==> config.mk <==
export PLATFORM = sky130hd
export DESIGN_NAME = eph_host
export DESIGN_NICKNAME = d
export VERILOG_FILES = /design/src/eph_pkg.sv /design/src/eph_cyc_if.sv /design/src/eph_cycle.sv /design/src/eph_host.sv
export SDC_FILE = /design/constraint.sdc
export NUM_CORES = 1
export LEC_CHECK = 0
export BUFFER_PORTS_ARGS = -buffer_cell sky130_fd_sc_hd__buf_2
export CORE_MARGIN = 2
export CORE_UTILIZATION = 43
export CTS_CLUSTER_SIZE = 40
export DETAILED_ROUTE_END_ITERATION = 6
export GPL_TIMING_DRIVEN = 0
export PLACE_DENSITY_LB_ADDON = 0.3
export SETUP_SLACK_MARGIN = 0.2
export SYNTH_ARGS = -nofsm -noshare
export SYNTH_HDL_FRONTEND = slang
export SYNTH_HIERARCHICAL = 1
export SYNTH_SLANG_ARGS = --single-unit
==> constraint.sdc <==
create_clock -name clk -period 6.4 [get_ports clk]
set_clock_uncertainty 0.2 [all_clocks]
set_input_delay 0.96 -clock clk [delete_from_list [all_inputs] [get_ports clk]]
set_output_delay 0.96 -clock clk [all_outputs]
set_load 0.05 [all_outputs]
==> src/eph_pkg.sv <==
// Constants and types shared by the parallel EEPROM host controller
package eph_pkg;

    // ************************************************************
    // Widths and page geometry
    // ************************************************************
    localparam int ADDR_W       = 13;
    localparam int DATA_W       = 8;
    localparam int PAGE_LSB     = 6;
    localparam int PAGE_BYTES   = 64;
    localparam int POLL_BIT_CMP = 7;
    localparam int POLL_BIT_TGL = 6;
    localparam int SYNC_STAGES  = 2;

    // ************************************************************
    // Unlock command defaults, overridable at the top
    // ************************************************************
    localparam logic [12:0] UNL_ADDR0 = 13'h1555;
    localparam logic [12:0] UNL_ADDR1 = 13'h0AAA;
    localparam logic [12:0] UNL_ADDR2 = 13'h1555;
    localparam logic [7:0]  UNL_DATA0 = 8'hAA;
    localparam logic [7:0]  UNL_DATA1 = 8'h55;
    localparam logic [7:0]  UNL_DATA2 = 8'hA0;

    // ************************************************************
    // Timing, 200 MHz clock
    // ************************************************************
    localparam int CLK_NS     = 5;
    localparam int T_WP_NS    = 200;
    localparam int T_WPH_NS   = 100;
    localparam int T_ACC_NS   = 250;
    localparam int T_OEHP_NS  = 150;
    localparam int T_BLC_US   = 100;
    localparam int T_WC_MS    = 10;
    // Least times round up
    localparam int CYC_WP     = (T_WP_NS + CLK_NS - 1) / CLK_NS;
    localparam int CYC_WPH    = (T_WPH_NS + CLK_NS - 1) / CLK_NS;
    localparam int CYC_ACC    = (T_ACC_NS + CLK_NS - 1) / CLK_NS + SYNC_STAGES;
    localparam int CYC_OEHP   = (T_OEHP_NS + CLK_NS - 1) / CLK_NS;
    // Longest times round down
    localparam int CYC_BLC    = (T_BLC_US * 1000) / CLK_NS;
    localparam int CYC_WC     = (T_WC_MS * 1000000) / CLK_NS;
    localparam int LOAD_MARGIN = 64;

    // ************************************************************
    // State encodings
    // ************************************************************
    typedef enum logic [2:0] {
        ST_IDLE   = 3'b000,
        ST_UNLOCK = 3'b001,
        ST_LOAD   = 3'b010,
        ST_POLL   = 3'b011,
        ST_READ   = 3'b100
    } eph_state_e;

    typedef enum logic [2:0] {
        CY_IDLE   = 3'b000,
        CY_WPULSE = 3'b001,
        CY_WREC   = 3'b010,
        CY_RACC   = 3'b011,
        CY_RREC   = 3'b100
    } eph_cyc_e;

endpackage
==> src/eph_cyc_if.sv <==
// Request and answer of one memory bus cycle
`timescale 1ns/10ps
interface eph_cyc_if;
    logic        req;
    logic        wr;
    logic [12:0] addr;
    logic [7:0]  wdata;
    logic        done;
    logic [7:0]  rdata;

    modport ctl (output req, output wr, output addr, output wdata, input done, input rdata);
    modport eng (input req, input wr, input addr, input wdata, output done, output rdata);
endinterface

==> src/eph_cycle.sv <==
// One read or write cycle on the memory pins
`timescale 1ns/10ps
module eph_cycle
    import eph_pkg::*;
(
    // Clock and reset
    input  wire logic              clk,
    input  wire logic              rst_n,
    // Cycle request
    eph_cyc_if.eng                 cyc,
    // Memory pins
    output      logic [ADDR_W-1:0] mem_addr,
    output      logic              mem_ce_n,
    output      logic              mem_oe_n,
    output      logic              mem_we_n,
    output      logic [DATA_W-1:0] mem_dq_out,
    output      logic              mem_dq_oe_n,
    input  wire logic [DATA_W-1:0] mem_dq_in
);

    eph_cyc_e          state;
    logic [7:0]        cnt;
    logic [DATA_W-1:0] dq_s1;
    logic [DATA_W-1:0] dq_s2;
    logic              cnt_zero;

    assign cnt_zero = (cnt == 8'h00);

    // Data pins come from outside the clock domain
    always_ff @(posedge clk or negedge rst_n) begin
        if (!rst_n) begin
            dq_s1 <= 8'h00;
            dq_s2 <= 8'h00;
        end else begin
            dq_s1 <= mem_dq_in;
            dq_s2 <= dq_s1;
        end
    end

    // ************************************************************
    // Sequencer
    // ************************************************************
    always_ff @(posedge clk or negedge rst_n) begin
        if (!rst_n) begin
            state <= CY_IDLE;
            cnt   <= 8'h00;
        end else begin
            unique case (state)
                CY_IDLE: begin
                    if (cyc.req) begin
                        state <= cyc.wr ? CY_WPULSE : CY_RACC;
                        cnt   <= cyc.wr ? 8'(CYC_WP - 1) : 8'(CYC_ACC - 1);
                    end
                end
                CY_WPULSE: begin
                    cnt <= cnt - 8'h01;
                    if (cnt_zero) begin
                        state <= CY_WREC;
                        cnt   <= 8'(CYC_WPH - 1);
                    end
                end
                CY_RACC: begin
                    cnt <= cnt - 8'h01;
                    if (cnt_zero) begin
                        state <= CY_RREC;
                        cnt   <= 8'(CYC_OEHP - 1);
                    end
                end
                CY_WREC, CY_RREC: begin
                    cnt <= cnt - 8'h01;
                    if (cnt_zero) begin
                        state <= CY_IDLE;
                    end
                end
                default: begin
                    state <= CY_IDLE;
                end
            endcase
        end
    end

    // ************************************************************
    // Pin drive
    // ************************************************************
    always_ff @(posedge clk or negedge rst_n) begin
        if (!rst_n) begin
            mem_addr    <= 13'h0000;
            mem_ce_n    <= 1'b1;
            mem_oe_n    <= 1'b0;
            mem_we_n    <= 1'b1;
            mem_dq_out  <= 8'h00;
            mem_dq_oe_n <= 1'b1;
        end else begin
            if (state == CY_IDLE && cyc.req) begin
                mem_addr <= cyc.addr;
                mem_ce_n <= 1'b0;
                if (cyc.wr) begin
                    // OE rises only together with the write strobes
                    // OE with strobes
                    mem_we_n    <= 1'b0;
                    mem_oe_n    <= 1'b1;
                    mem_dq_out  <= cyc.wdata;
                    mem_dq_oe_n <= 1'b0;
                end
            end else if (cnt_zero && (state == CY_WPULSE || state == CY_RACC)) begin
                // CE high also ends any device drive before our next write
                // OE stays low between reads: CE alone frames each poll
                mem_ce_n    <= 1'b1;
                mem_we_n    <= 1'b1;
                mem_oe_n    <= 1'b0;
                mem_dq_oe_n <= 1'b1;
            end else if (cnt_zero && state == CY_RREC) begin
                mem_oe_n <= 1'b0;
            end
        end
    end

    // Answer of the cycle
    always_ff @(posedge clk or negedge rst_n) begin
        if (!rst_n) begin
            cyc.rdata <= 8'h00;
            cyc.done  <= 1'b0;
        end else begin
            cyc.done <= cnt_zero && (state == CY_WREC || state == CY_RREC);
            if (cnt_zero && state == CY_RACC) begin
                cyc.rdata <= dq_s2;
            end
        end
    end

    // ************************************************************
    // Checks
    // ************************************************************
    property p_oe_only_in_pulse;
        @(posedge clk) disable iff (!rst_n)
        mem_oe_n |-> (!mem_we_n && !mem_ce_n);
    endproperty
    a_oe_only_in_pulse: assert property (p_oe_only_in_pulse)
        else $error("OE high outside write pulse");

    property p_no_contention;
        @(posedge clk) disable iff (!rst_n)
        !mem_dq_oe_n |-> (mem_oe_n && !mem_we_n);
    endproperty
    a_no_contention: assert property (p_no_contention)
        else $error("Host drives data while device may drive");

    property p_wp_width;
        @(posedge clk) disable iff (!rst_n)
        $fell(mem_we_n) |-> (!mem_we_n)[*8];
    endproperty
    a_wp_width: assert property (p_wp_width)
        else $error("Write pulse too short");

endmodule // eph_cycle

==> src/eph_host.sv <==
// Host controller for a parallel page-write EEPROM with unlock sequence
`timescale 1ns/10ps
// How it works
// - Every write command is opened by the three unlock writes.
// - Zero to sixty-four data bytes follow the unlock writes.
// - Unlock writes use the prescribed addresses on the whole address bus.
// - Page address bits stay identical for every byte of one load.
// - Output enable goes high only while write strobe and chip select are low.
// - Toggle polling repeats reads at one constant address.
// - Toggle completion judged by change between reads, never by level.
// - Each next byte is written inside the byte-load window.
module eph_host
    import eph_pkg::*;
#(
    parameter int unsigned       BLC_CYC  = CYC_BLC,
    parameter int unsigned       WC_CYC   = CYC_WC,
    parameter logic [ADDR_W-1:0] U_ADDR0  = UNL_ADDR0,
    parameter logic [ADDR_W-1:0] U_ADDR1  = UNL_ADDR1,
    parameter logic [ADDR_W-1:0] U_ADDR2  = UNL_ADDR2,
    parameter logic [DATA_W-1:0] U_DATA0  = UNL_DATA0,
    parameter logic [DATA_W-1:0] U_DATA1  = UNL_DATA1,
    parameter logic [DATA_W-1:0] U_DATA2  = UNL_DATA2
) (
    // Clock and reset
    input  wire logic              clk,
    input  wire logic              rst_n,
    // Command
    input  wire logic              cmd_valid,
    output      logic              cmd_ready,
    input  wire logic              cmd_write,
    input  wire logic              cmd_toggle_poll,
    input  wire logic [ADDR_W-1:0] cmd_addr,
    // Write data stream
    input  wire logic              wr_valid,
    output      logic              wr_ready,
    input  wire logic [DATA_W-1:0] wr_data,
    input  wire logic              wr_last,
    // Read result and status
    output      logic              rd_valid,
    output      logic [DATA_W-1:0] rd_data,
    output      logic              done,
    output      logic              err_timeout,
    output      logic              load_cut,
    output      logic              busy,
    // Memory pins
    output      logic [ADDR_W-1:0] mem_addr,
    output      logic              mem_ce_n,
    output      logic              mem_oe_n,
    output      logic              mem_we_n,
    output      logic [DATA_W-1:0] mem_dq_out,
    output      logic              mem_dq_oe_n,
    input  wire logic [DATA_W-1:0] mem_dq_in
);

    if (BLC_CYC <= LOAD_MARGIN || WC_CYC < 1) begin : g_chk
        $error("Window counts too small for load margin");
    end

    eph_cyc_if cyc ();

    eph_state_e              state;
    eph_state_e              next_state;
    logic [1:0]              step;
    logic [1:0]              unl_seen;
    logic [ADDR_W-PAGE_LSB-1:0] page;
    logic [PAGE_LSB-1:0]     offset;
    logic [6:0]              count;
    logic                    end_load;
    logic [ADDR_W-1:0]       last_addr;
    logic [DATA_W-1:0]       last_data;
    logic                    toggle_mode;
    logic                    prev6;
    logic                    have_prev;
    logic                    inflight;
    logic [31:0]             blc_cnt;
    logic [31:0]             wc_cnt;
    logic                    take_cmd;
    logic                    take_wr;
    logic                    bus_free;
    logic                    blc_over;
    logic                    wc_over;
    logic                    poll_hit;

    function automatic logic [ADDR_W+DATA_W-1:0] unlock_word(input logic [1:0] s);
        unique case (s)
            2'd0:    unlock_word = {U_ADDR0, U_DATA0};
            2'd1:    unlock_word = {U_ADDR1, U_DATA1};
            default: unlock_word = {U_ADDR2, U_DATA2};
        endcase
    endfunction

    assign take_cmd = cmd_valid && cmd_ready;
    assign take_wr  = wr_valid && wr_ready;
    assign bus_free = !inflight && !cyc.req;
    assign blc_over = (state == ST_LOAD) && bus_free && !take_wr
                      && (blc_cnt >= 32'(BLC_CYC - LOAD_MARGIN));
    assign wc_over  = (state == ST_POLL) && bus_free && (wc_cnt >= 32'(WC_CYC));
    assign poll_hit = toggle_mode
                      ? (have_prev && (cyc.rdata[POLL_BIT_TGL] == prev6))
                      : (cyc.rdata[POLL_BIT_CMP] == last_data[POLL_BIT_CMP]);

    // ************************************************************
    // Command sequencing
    // ************************************************************
    always_comb begin
        next_state = state;
        unique case (state)
            ST_IDLE: begin
                if (take_cmd) begin
                    next_state = cmd_write ? ST_UNLOCK : ST_READ;
                end
            end
            ST_UNLOCK: begin
                if (cyc.done && step == 2'd2) begin
                    next_state = ST_LOAD;
                end
            end
            ST_LOAD: begin
                if ((cyc.done && end_load) || blc_over) begin
                    next_state = ST_POLL;
                end
            end
            ST_POLL: begin
                if ((cyc.done && poll_hit) || wc_over) begin
                    next_state = ST_IDLE;
                end
            end
            ST_READ: begin
                if (cyc.done) begin
                    next_state = ST_IDLE;
                end
            end
            default: next_state = ST_IDLE;
        endcase
    end

    always_ff @(posedge clk or negedge rst_n) begin
        if (!rst_n) begin
            state     <= ST_IDLE;
            cmd_ready <= 1'b1;
            busy      <= 1'b0;
        end else begin
            state     <= next_state;
            cmd_ready <= (next_state == ST_IDLE);
            busy      <= (next_state != ST_IDLE);
        end
    end

    // Unlock step and load bookkeeping
    always_ff @(posedge clk or negedge rst_n) begin
        if (!rst_n) begin
            step        <= 2'd0;
            unl_seen    <= 2'd0;
            page        <= '0;
            offset      <= '0;
            count       <= 7'd0;
            end_load    <= 1'b0;
            toggle_mode <= 1'b0;
            last_addr   <= 13'h0000;
            last_data   <= 8'h00;
        end else begin
            if (take_cmd) begin
                step        <= 2'd0;
                unl_seen    <= 2'd0;
                page        <= cmd_addr[ADDR_W-1:PAGE_LSB];
                offset      <= cmd_addr[PAGE_LSB-1:0];
                count       <= 7'd0;
                end_load    <= 1'b0;
                toggle_mode <= cmd_toggle_poll;
                last_addr   <= cmd_addr;
            end else if (state == ST_UNLOCK && cyc.done) begin
                step     <= step + 2'd1;
                unl_seen <= unl_seen + 2'd1;
            end else if (take_wr) begin
                last_addr <= {page, offset};
                last_data <= wr_data;
                offset    <= offset + 6'd1;
                count     <= count + 7'd1;
                end_load  <= wr_last || (count == 7'(PAGE_BYTES - 1));
            end else if (blc_over && count == 7'd0) begin
                // No byte stored: only the toggle bit is meaningful
                toggle_mode <= 1'b1;
            end
        end
    end

    // ************************************************************
    // Cycle requests
    // ************************************************************
    always_ff @(posedge clk or negedge rst_n) begin
        if (!rst_n) begin
            cyc.req   <= 1'b0;
            cyc.wr    <= 1'b0;
            cyc.addr  <= 13'h0000;
            cyc.wdata <= 8'h00;
            inflight  <= 1'b0;
        end else begin
            cyc.req <= 1'b0;
            if (cyc.req) begin
                inflight <= 1'b1;
            end else if (cyc.done) begin
                inflight <= 1'b0;
            end
            if (state == ST_UNLOCK && bus_free && !cyc.done) begin
                cyc.req                  <= 1'b1;
                cyc.wr                   <= 1'b1;
                {cyc.addr, cyc.wdata}    <= unlock_word(step);
            end else if (take_wr) begin
                cyc.req   <= 1'b1;
                cyc.wr    <= 1'b1;
                cyc.addr  <= {page, offset};
                cyc.wdata <= wr_data;
            end else if ((state == ST_POLL && !wc_over && !(cyc.done && poll_hit))
                         || state == ST_READ) begin
                if (bus_free && !cyc.done) begin
                    cyc.req  <= 1'b1;
                    cyc.wr   <= 1'b0;
                    cyc.addr <= last_addr;
                end
            end
        end
    end

    // Window and write-cycle timers
    always_ff @(posedge clk or negedge rst_n) begin
        if (!rst_n) begin
            blc_cnt <= 32'd0;
            wc_cnt  <= 32'd0;
        end else begin
            blc_cnt <= (cyc.req && cyc.wr) ? 32'd0 : blc_cnt + 32'd1;
            wc_cnt  <= (state == ST_POLL) ? wc_cnt + 32'd1 : 32'd0;
        end
    end

    // ************************************************************
    // Data stream handshake and poll history
    // ************************************************************
    always_ff @(posedge clk or negedge rst_n) begin
        if (!rst_n) begin
            wr_ready  <= 1'b0;
            prev6     <= 1'b0;
            have_prev <= 1'b0;
        end else begin
            wr_ready <= (next_state == ST_LOAD) && !take_wr && !cyc.req && !end_load
                        && (!inflight || cyc.done) && (count < 7'(PAGE_BYTES));
            if (state != ST_POLL) begin
                have_prev <= 1'b0;
            end else if (cyc.done) begin
                prev6     <= cyc.rdata[POLL_BIT_TGL];
                have_prev <= 1'b1;
            end
        end
    end

    // Results
    always_ff @(posedge clk or negedge rst_n) begin
        if (!rst_n) begin
            rd_valid    <= 1'b0;
            rd_data     <= 8'h00;
            done        <= 1'b0;
            err_timeout <= 1'b0;
            load_cut    <= 1'b0;
        end else begin
            rd_valid <= (state == ST_READ) && cyc.done;
            done     <= (state != ST_IDLE) && (next_state == ST_IDLE);
            if (state == ST_READ && cyc.done) begin
                rd_data <= cyc.rdata;
            end
            if (take_cmd) begin
                err_timeout <= 1'b0;
                load_cut    <= 1'b0;
            end else begin
                err_timeout <= err_timeout || wc_over;
                load_cut    <= load_cut || blc_over;
            end
        end
    end

    eph_cycle u_cycle (
        .clk         (clk),
        .rst_n       (rst_n),
        .cyc         (cyc),
        .mem_addr    (mem_addr),
        .mem_ce_n    (mem_ce_n),
        .mem_oe_n    (mem_oe_n),
        .mem_we_n    (mem_we_n),
        .mem_dq_out  (mem_dq_out),
        .mem_dq_oe_n (mem_dq_oe_n),
        .mem_dq_in   (mem_dq_in)
    );

    // ************************************************************
    // Checks
    // ************************************************************
    property p_unlock_first;
        @(posedge clk) disable iff (!rst_n)
        (state == ST_LOAD && cyc.req) |-> (unl_seen == 2'd3);
    endproperty
    a_unlock_first: assert property (p_unlock_first)
        else $error("Data write without full unlock");

    property p_unlock_addr;
        @(posedge clk) disable iff (!rst_n)
        (state == ST_UNLOCK && cyc.req && step == 2'd1) |-> (cyc.addr == U_ADDR1);
    endproperty
    a_unlock_addr: assert property (p_unlock_addr)
        else $error("Wrong second unlock address");

    property p_page_max;
        @(posedge clk) disable iff (!rst_n)
        (state == ST_LOAD && cyc.req) |-> (count <= 7'd64 && count != 7'd0);
    endproperty
    a_page_max: assert property (p_page_max)
        else $error("Page byte count out of range");

    property p_page_same;
        @(posedge clk) disable iff (!rst_n)
        (state == ST_LOAD && cyc.req) |-> (cyc.addr[12:6] == $past(page, 1));
    endproperty
    a_page_same: assert property (p_page_same)
        else $error("Page address moved during load");

    property p_window;
        @(posedge clk) disable iff (!rst_n)
        (state == ST_LOAD && cyc.req) |-> (blc_cnt < 32'(BLC_CYC));
    endproperty
    a_window: assert property (p_window)
        else $error("Byte issued after load window");

    property p_poll_addr;
        @(posedge clk) disable iff (!rst_n)
        (state == ST_POLL && cyc.req) |-> ($stable(last_addr) && cyc.addr == last_addr);
    endproperty
    a_poll_addr: assert property (p_poll_addr)
        else $error("Poll address changed");

    property p_toggle_two;
        @(posedge clk) disable iff (!rst_n)
        (state == ST_POLL && toggle_mode && cyc.done && next_state == ST_IDLE)
            |-> (have_prev && cyc.rdata[6] == prev6);
    endproperty
    a_toggle_two: assert property (p_toggle_two)
        else $error("Toggle completion without two equal reads");

endmodule // eph_host

==> results of run 1 <==
[cell type report]
type,count,share of cell area
Timing Repair Buffer,76,0.0371
Clock inverter,13,0.0145
Tap cell,280,0.0315
Inverter,25,0.00843
Buffer,46,0.0188
Sequential cell,206,0.463
Multi-Input combinational cell,637,0.367
Clock buffer,31,0.0599
[stage by stage]
stage	util	instances	hold slack [ps]	instance area [um^2]
final	0.510	1314	146	11100
after global routing	0.510	1314	150	11100
after CTS	0.510	1314	148	11100
after detailed placement	0.472	1270	135	10300
after global placement	0.471	1269	132	10300
after floorplan	-	914	131	9540
[kinds of logic (layout without fill, tap and decap cells)]
kind of cell / after synthesis / in the layout / share of synthesized area
xor+xnor: 60 / 60 / 0.0551
buf+inv: 71 / 191 / 0.0317
flops: 206 / 206 / 0.541
fa+ha+maj: 12 / 12 / 0.0157
mux: 64 / 64 / 0.0793
compound gates: 127 / 127 / 0.0850
simple gates: 374 / 374 / 0.193
[worst max-delay path: cells and delay by family (launching register included)]
family                 cells  cell delay [ps]
AO/OA/AOI/OAI              3              890
AND/OR/NAND/NOR            1              560
flip-flops                 1              420
multiplexers               1              320
buffers and inverters      1              260
[placed cells by master (no fill, tap or decap), types with 4 or more instances in the layout]
cell / count
a31oi_1: 30
clkinv_2: 5
nor4_1: 17
nand4_1: 14
mux2_4: 10
clkbuf_1: 37
nand3_2: 4
nor3_1: 25
and3_1: 11
and2_1: 7
mux2_2: 49
clkbuf_8: 4
and4_1: 8
xor2_1: 20
buf_2: 79
or2_2: 5
a21o_1: 4
or3_1: 23
nor2_1: 93
clkinvlp_4: 4
nand3_1: 22
a211oi_1: 5
a21oi_1: 36
dfrtp_1: 203
or4_1: 5
ha_1: 12
clkbuf_16: 24
mux2_1: 4
inv_1: 25
xnor2_1: 40
o21ai_0: 22
nand2_1: 119
[worst paths after layout]
kind	cells after the start	to	from	slack (ps)
worst max register to register	6	cyc.addr[4]	wc_cnt[14]	3630
worst min-delay path	0	u_cycle/dq_s2[1]	u_cycle/dq_s1[1]	150
worst max-delay path	6	cyc.addr[4]	wc_cnt[14]	3630
worst min register to register	0	u_cycle/dq_s2[1]	u_cycle/dq_s1[1]	150
min in group asynchronous	1	wc_cnt[9]	rst_n	240
max in group asynchronous	2	last_addr[1]	rst_n	4820
[per-layer routing]
layer  vias up  part of all wire  track usage
li1       3397                 -            -
met3        26             0.043       0.0261
met4         0             0.016       0.0432
met2       135              0.46        0.286
met5         -                 0            0
met1      3431              0.48        0.251
[power by group]
part / internal [mW] / switching [mW] / total [mW]
clock network: 0.859 / 0.539 / 1.40
logic: 0.0100 / 0.0287 / 0.0387
registers: 1.31 / 0.00104 / 1.31
[sequential cells by signal (all words and copies together) (netlist names), 2 cells and up]
name,count
cyc.addr,13
cyc.wdata,8
u_cycle/cyc.rdata,8
count,7
u_cycle/mem_dq_out,8
blc_cnt,32
wc_cnt,32
page,7
state,3
u_cycle/state,3
u_cycle/dq_s2,8
last_addr,13
rd_data,8
u_cycle/mem_addr,13
u_cycle/dq_s1,8
offset,6
step,2
u_cycle/cnt,8
==> impl_metrics.py, run 1 <==
metrics = {
    "run_status": {
        "status": "finished, final reports clean",
    },
    "layout": {
        "seq_area_um2": 5160,
        "num-fill-cells": 1963,
        "antennaDiodeCount": 0,
        "syn_to_final_growth_pct": 16.7,
        "multi_input_area_um2": 4080,
        "nets": 1064,
        "drive_gt1_frac": 0.203,
    },
    "worst_setup_path": {
        "worst-setup-path-type": "register to register",
        "crit_required_ps": 6610,
        "critPathMaxFanout": 10,
        "start_kind": "register",
        "worstSetupEndpointType": "register",
        "crit_chain": "or4_1, o211ai_2, a311oi_1, a211oi_4, buf_6, mux2_4",
        "cpPeakStageDelay_ps": 560,
        "crit_arrival_ps": 2980,
        "slowest_stage": "or4_1",
    },
    "timing": {
        "setup_ws_ps": 3630,
        "setup_tns_ps": 0,
        "max_slew_margin": 0.326,
        "fin_crit_ps": 2770,
        "finalMaxSlewViolations": 0,
        "rsz0062_at_grt": "no",
        "max_freq_mhz": 361,
        "worst_pin_slew_ps": 1010,
        "final_hold_viol_count": 0,
        "period_share": 0.433,
        "setup_viol": 0,
    },
    "global_route": {
        "grt_usage": 0.176,
        "grt_max_degree": 109,
        "antenna_found_initial": 0,
        "grt_pass1_vias": 6821,
        "grt_overflow": 0,
        "grt_first_pass_wirelength_um": 34600,
    },
    "drt": {
        "first_pass_iters": 4,
        "antenna_left": 0,
        "via_count": 6989,
        "wirelength_um": 20300,
        "initialDrtViolationCount": 376,
        "drc_errors": 0,
        "routedWlPerCell_um": 15.4,
        "vias_per_cell": 5.32,
    },
    "synth": {
        "netlist_top_cells_area": "dfrtp_1 (53%), mux2_2 (5.8%), nand2_1 (4.7%)",
        "ys_ff_latch": 206,
        "netlist_area_um2": 9540,
        "synth_cells": 914,
        "ys_seq_area_frac": 0.541,
        "synth_edf_count": 0,
        "synth_top_area_cell": "dfrtp_1",
        "syn_nets": 962,
        "synth_most_common_cell": "dfrtp_1",
        "synth_top_area_frac": 0.532,
        "yosys-top-cells-count": "dfrtp_1 (203), nand2_1 (119), nor2_1 (93), mux2_2 (49), xnor2_1 (40)",
        "synth_cell_types": 67,
        "avgSynthCellArea_um2": 10.4,
        "synth_ff_type": "dfrtp_1",
        "postSynth.asyncResetShare": 1.00,
        "yosysWarnings": 6,
    },
    "floorplanning": {
        "initial_core_util": 0.437,
        "fp-row-count": 54,
        "dieArea_um2": 23400,
        "die_y_um": 153,
        "chipWidth_um": 153,
        "ios": 76,
        "core_um2": 21800,
    },
    "clocking": {
        "clk_latency_ps": 520,
        "clockBufferDepth": 3,
        "holdBufCountCts": 0,
        "postCtsSetupBuffers": 0,
        "numClockSinks": 206,
        "cts_buffers": 24,
        "cts_tree": "done",
        "post_cts_resize_count": 0,
        "htree_levels": 1,
        "path_clk_slew_ps": 60,
        "clockRootBuffer": "clkbuf_16",
    },
    "placement": {
        "dp_slack_ps": 3430,
        "dp_hpwl_um": 13600,
        "gp_congestion": 0.824,
        "io_buffer_count": 75,
    },
    "power_and_ir_drop": {
        "ir_drop_mv": 0.180,
        "p_per_area_nw_per_um2": 247,
        "leakagePower_nw": 4.72,
        "p_total_mw": 2.75,
    },
    "worst_hold_path": {
        "min_path_type": "register to register",
    },
    "job": {
        "cap_violations": 0,
    },
}
Power figures use the tool's default switching activity.
==> inputs of run 2 (changes only) <==
==> constraint.sdc (replaced) <==
create_clock -name clk -period 2.83 [get_ports clk]
set_clock_uncertainty 0.2 [all_clocks]
set_input_delay 0.4245 -clock clk [delete_from_list [all_inputs] [get_ports clk]]
set_output_delay 0.4245 -clock clk [all_outputs]
set_load 0.05 [all_outputs]
==> run 2 against run 1 <==
Net effect:
- first-iteration DRC count rose by 4.5%
- largest cell class unchanged
- final area rose by 3.8%
- final cell count rose by 3.0%
- critical endpoint is now cyc.addr[3]
- critical path type unchanged
- via count rose by 2.0%
==> impl_metrics.py, run 2 (synthesis gave the netlist of run 1 again) <==
metrics = {
    "run_status": {
        "status": "finished, final reports clean",
    },
    "worst_setup_path": {
        "r2r-start": "cyc.req",
        "start_kind": "register",
        "slowest_stage": "dfrtp_1",
        "crit_arrival_ps": 2750,
        "critPathMaxFanout": 10,
        "rr_worst_depth": 6,
        "crit_chain": "or3_4, or2_1, clkbuf_1, nor2_4, a31oi_1, mux2_1",
        "crit_required_ps": 3030,
        "cpPeakStageDelay_ps": 530,
        "worstSetupEndpointType": "register",
        "rrSetupSlack_ps": 280,
        "worst-setup-path-type": "register to register",
        "r2r-end": "cyc.addr[3]",
    },
    "floorplanning": {
        "die_y_um": 153,
        "dieArea_um2": 23400,
        "fp-row-count": 54,
        "core_um2": 21800,
        "initial_core_util": 0.437,
        "ios": 76,
        "chipWidth_um": 153,
    },
    "layout": {
        "final_area_um2": 11600,
        "fin_util": 0.529,
        "antennaDiodeCount": 0,
        "nets": 1103,
        "layout_commonest_cell": "dfrtp_1",
        "reg_top3": "blc_cnt: 32 flops, wc_cnt: 32 flops",
        "final-instance-count-excl-fill": 1353,
        "drive_gt1_frac": 0.208,
        "syn_to_final_growth_pct": 21.1,
        "final_cell_mix": "dfrtp_1 (203), nand2_1 (118), nor2_1 (93), buf_2 (79), mux2_2 (49)",
    },
    "clocking": {
        "numClockSinks": 206,
        "htree_levels": 1,
        "clockBufferDepth": 3,
        "path_clk_slew_ps": 60,
        "cts_tree": "done",
        "clk_latency_ps": 520,
        "clockRootBuffer": "clkbuf_16",
        "cts_buffers": 24,
    },
    "drt": {
        "routedWlPerCell_um": 15.3,
        "drc_errors": 0,
        "vias_per_cell": 5.27,
        "wirelength_um": 20800,
        "antenna_left": 0,
        "via_count": 7131,
        "first_pass_iters": 4,
        "initialDrtViolationCount": 393,
    },
    "power_and_ir_drop": {
        "power_frac_comb": 0.020,
        "p_per_area_nw_per_um2": 541,
        "switchingPower_mw": 1.30,
        "seqPwrFrac": 0.474,
        "clkPwrFrac": 0.507,
        "internal-power_mw": 4.95,
        "switching_share": 0.208,
        "ir_drop_mv": 0.406,
        "leakagePower_nw": 4.91,
    },
    "timing": {
        "finalMaxSlewViolations": 0,
        "final_hold_viol_count": 0,
        "period_share": 0.901,
        "setup_tns_ps": 0,
        "max_freq_mhz": 392,
        "max_slew_margin": 0.323,
        "rsz0062_at_grt": "yes",
        "fin_crit_ps": 2550,
        "worst_pin_slew_ps": 1010,
        "setup_ws_ps": 279,
        "setup_viol": 0,
    },
    "global_route": {
        "grt_first_pass_wirelength_um": 35200,
        "grt_overflow": 0,
        "grt_max_degree": 109,
        "grt_pass1_vias": 6984,
        "grt_usage": 0.179,
        "antenna_found_initial": 0,
    },
    "worst_hold_path": {
        "min_to": "toggle_mode",
        "min_path_cells": 3,
        "hold_start": "cmd_toggle_poll",
        "min_path_type": "input pin to register",
    },
    "placement": {
        "gp_congestion": 0.824,
        "dp_cells": 1270,
        "io_buffer_count": 75,
        "dp_slack_ps": 59.4,
        "dp_hpwl_um": 13600,
        "dpl_cell_area_um2": 10300,
    },
    "job": {
        "cap_violations": 0,
    },
}
[run 2: cell types whose count changed in the layout (fill, tap and decap cells not counted), sizes merged]
cell / before / now
dlygate4sd3: 0 / 31
buf: 88 / 96
[run 2: area by class of cell]
| type | count | area, um^2 |
|---|---|---|
| buffer | 46 | 210 |
| fill | 1914 | 10300 |
| clock buffer | 31 | 667 |
| timing repair buffer | 115 | 796 |
| multi-input combinational | 637 | 4120 |
| inverter | 25 | 93.8 |
| clock inverter | 13 | 161 |
| tap | 280 | 350 |
| sequential | 206 | 5160 |
[run 2: critical path: cells and delay by family (launching register included)]
family	cells	cell delay [ps]
compound gates	1	110
simple gates	3	1040
buf+inv	1	240
flops	1	530
mux	1	310
[run 2: timing repair]
action,in CTS,in global routing
hold buffers,31,0
pin swaps,1,3
setup endpoints to repair,18,35
resized for setup,1,8
setup buffers,1,7
hold endpoints to repair,135,0
[run 2: worst max-delay path by stage]
stage	slack, ps	startpoint	end
6_report	280	cyc.req	cyc.addr[3]
5_1_grt	180	cyc.req	cyc.addr[3]
4_1_cts	90	cyc.req	cyc.addr[3]
3_5_place_dp	60	wc_cnt[14]	cyc.addr[7]
3_3_place_gp	-2440	rst_n	u_cycle/dq_s1[4]
2_1_floorplan	420	wc_cnt[14]	cyc.addr[10]
[run 2: metrics by stage]
step / total power, mW / hold slack [ps]
after floorplan: 3.01 / -71.1
after global placement: 3.10 / 132
after detailed placement: 3.11 / 135
after CTS: 6.34 / 7.83
after global routing: 6.48 / 18.5
final: 6.25 / 28.5
[run 2: per-layer routing]
| metal | global-route usage | up-vias | routed length (um) |
|---|---|---|---|
| li1 | - | 3479 | - |
| met1 | 0.252 | 3481 | 9850 |
| met2 | 0.296 | 146 | 9650 |
| met3 | 0.0250 | 25 | 947 |
| met4 | 0.0432 | 0 | 320 |
| met5 | 0 | - | 0 |
[run 2: power by group through the flow]
stage,registers [mW],clock network (mW),logic (mW)
after floorplan,3.01,0,0.000477
after global placement,3.01,0,0.0889
after detailed placement,3.01,0,0.0938
after CTS,2.96,3.25,0.127
after global routing,2.96,3.38,0.140
final,2.96,3.16,0.122
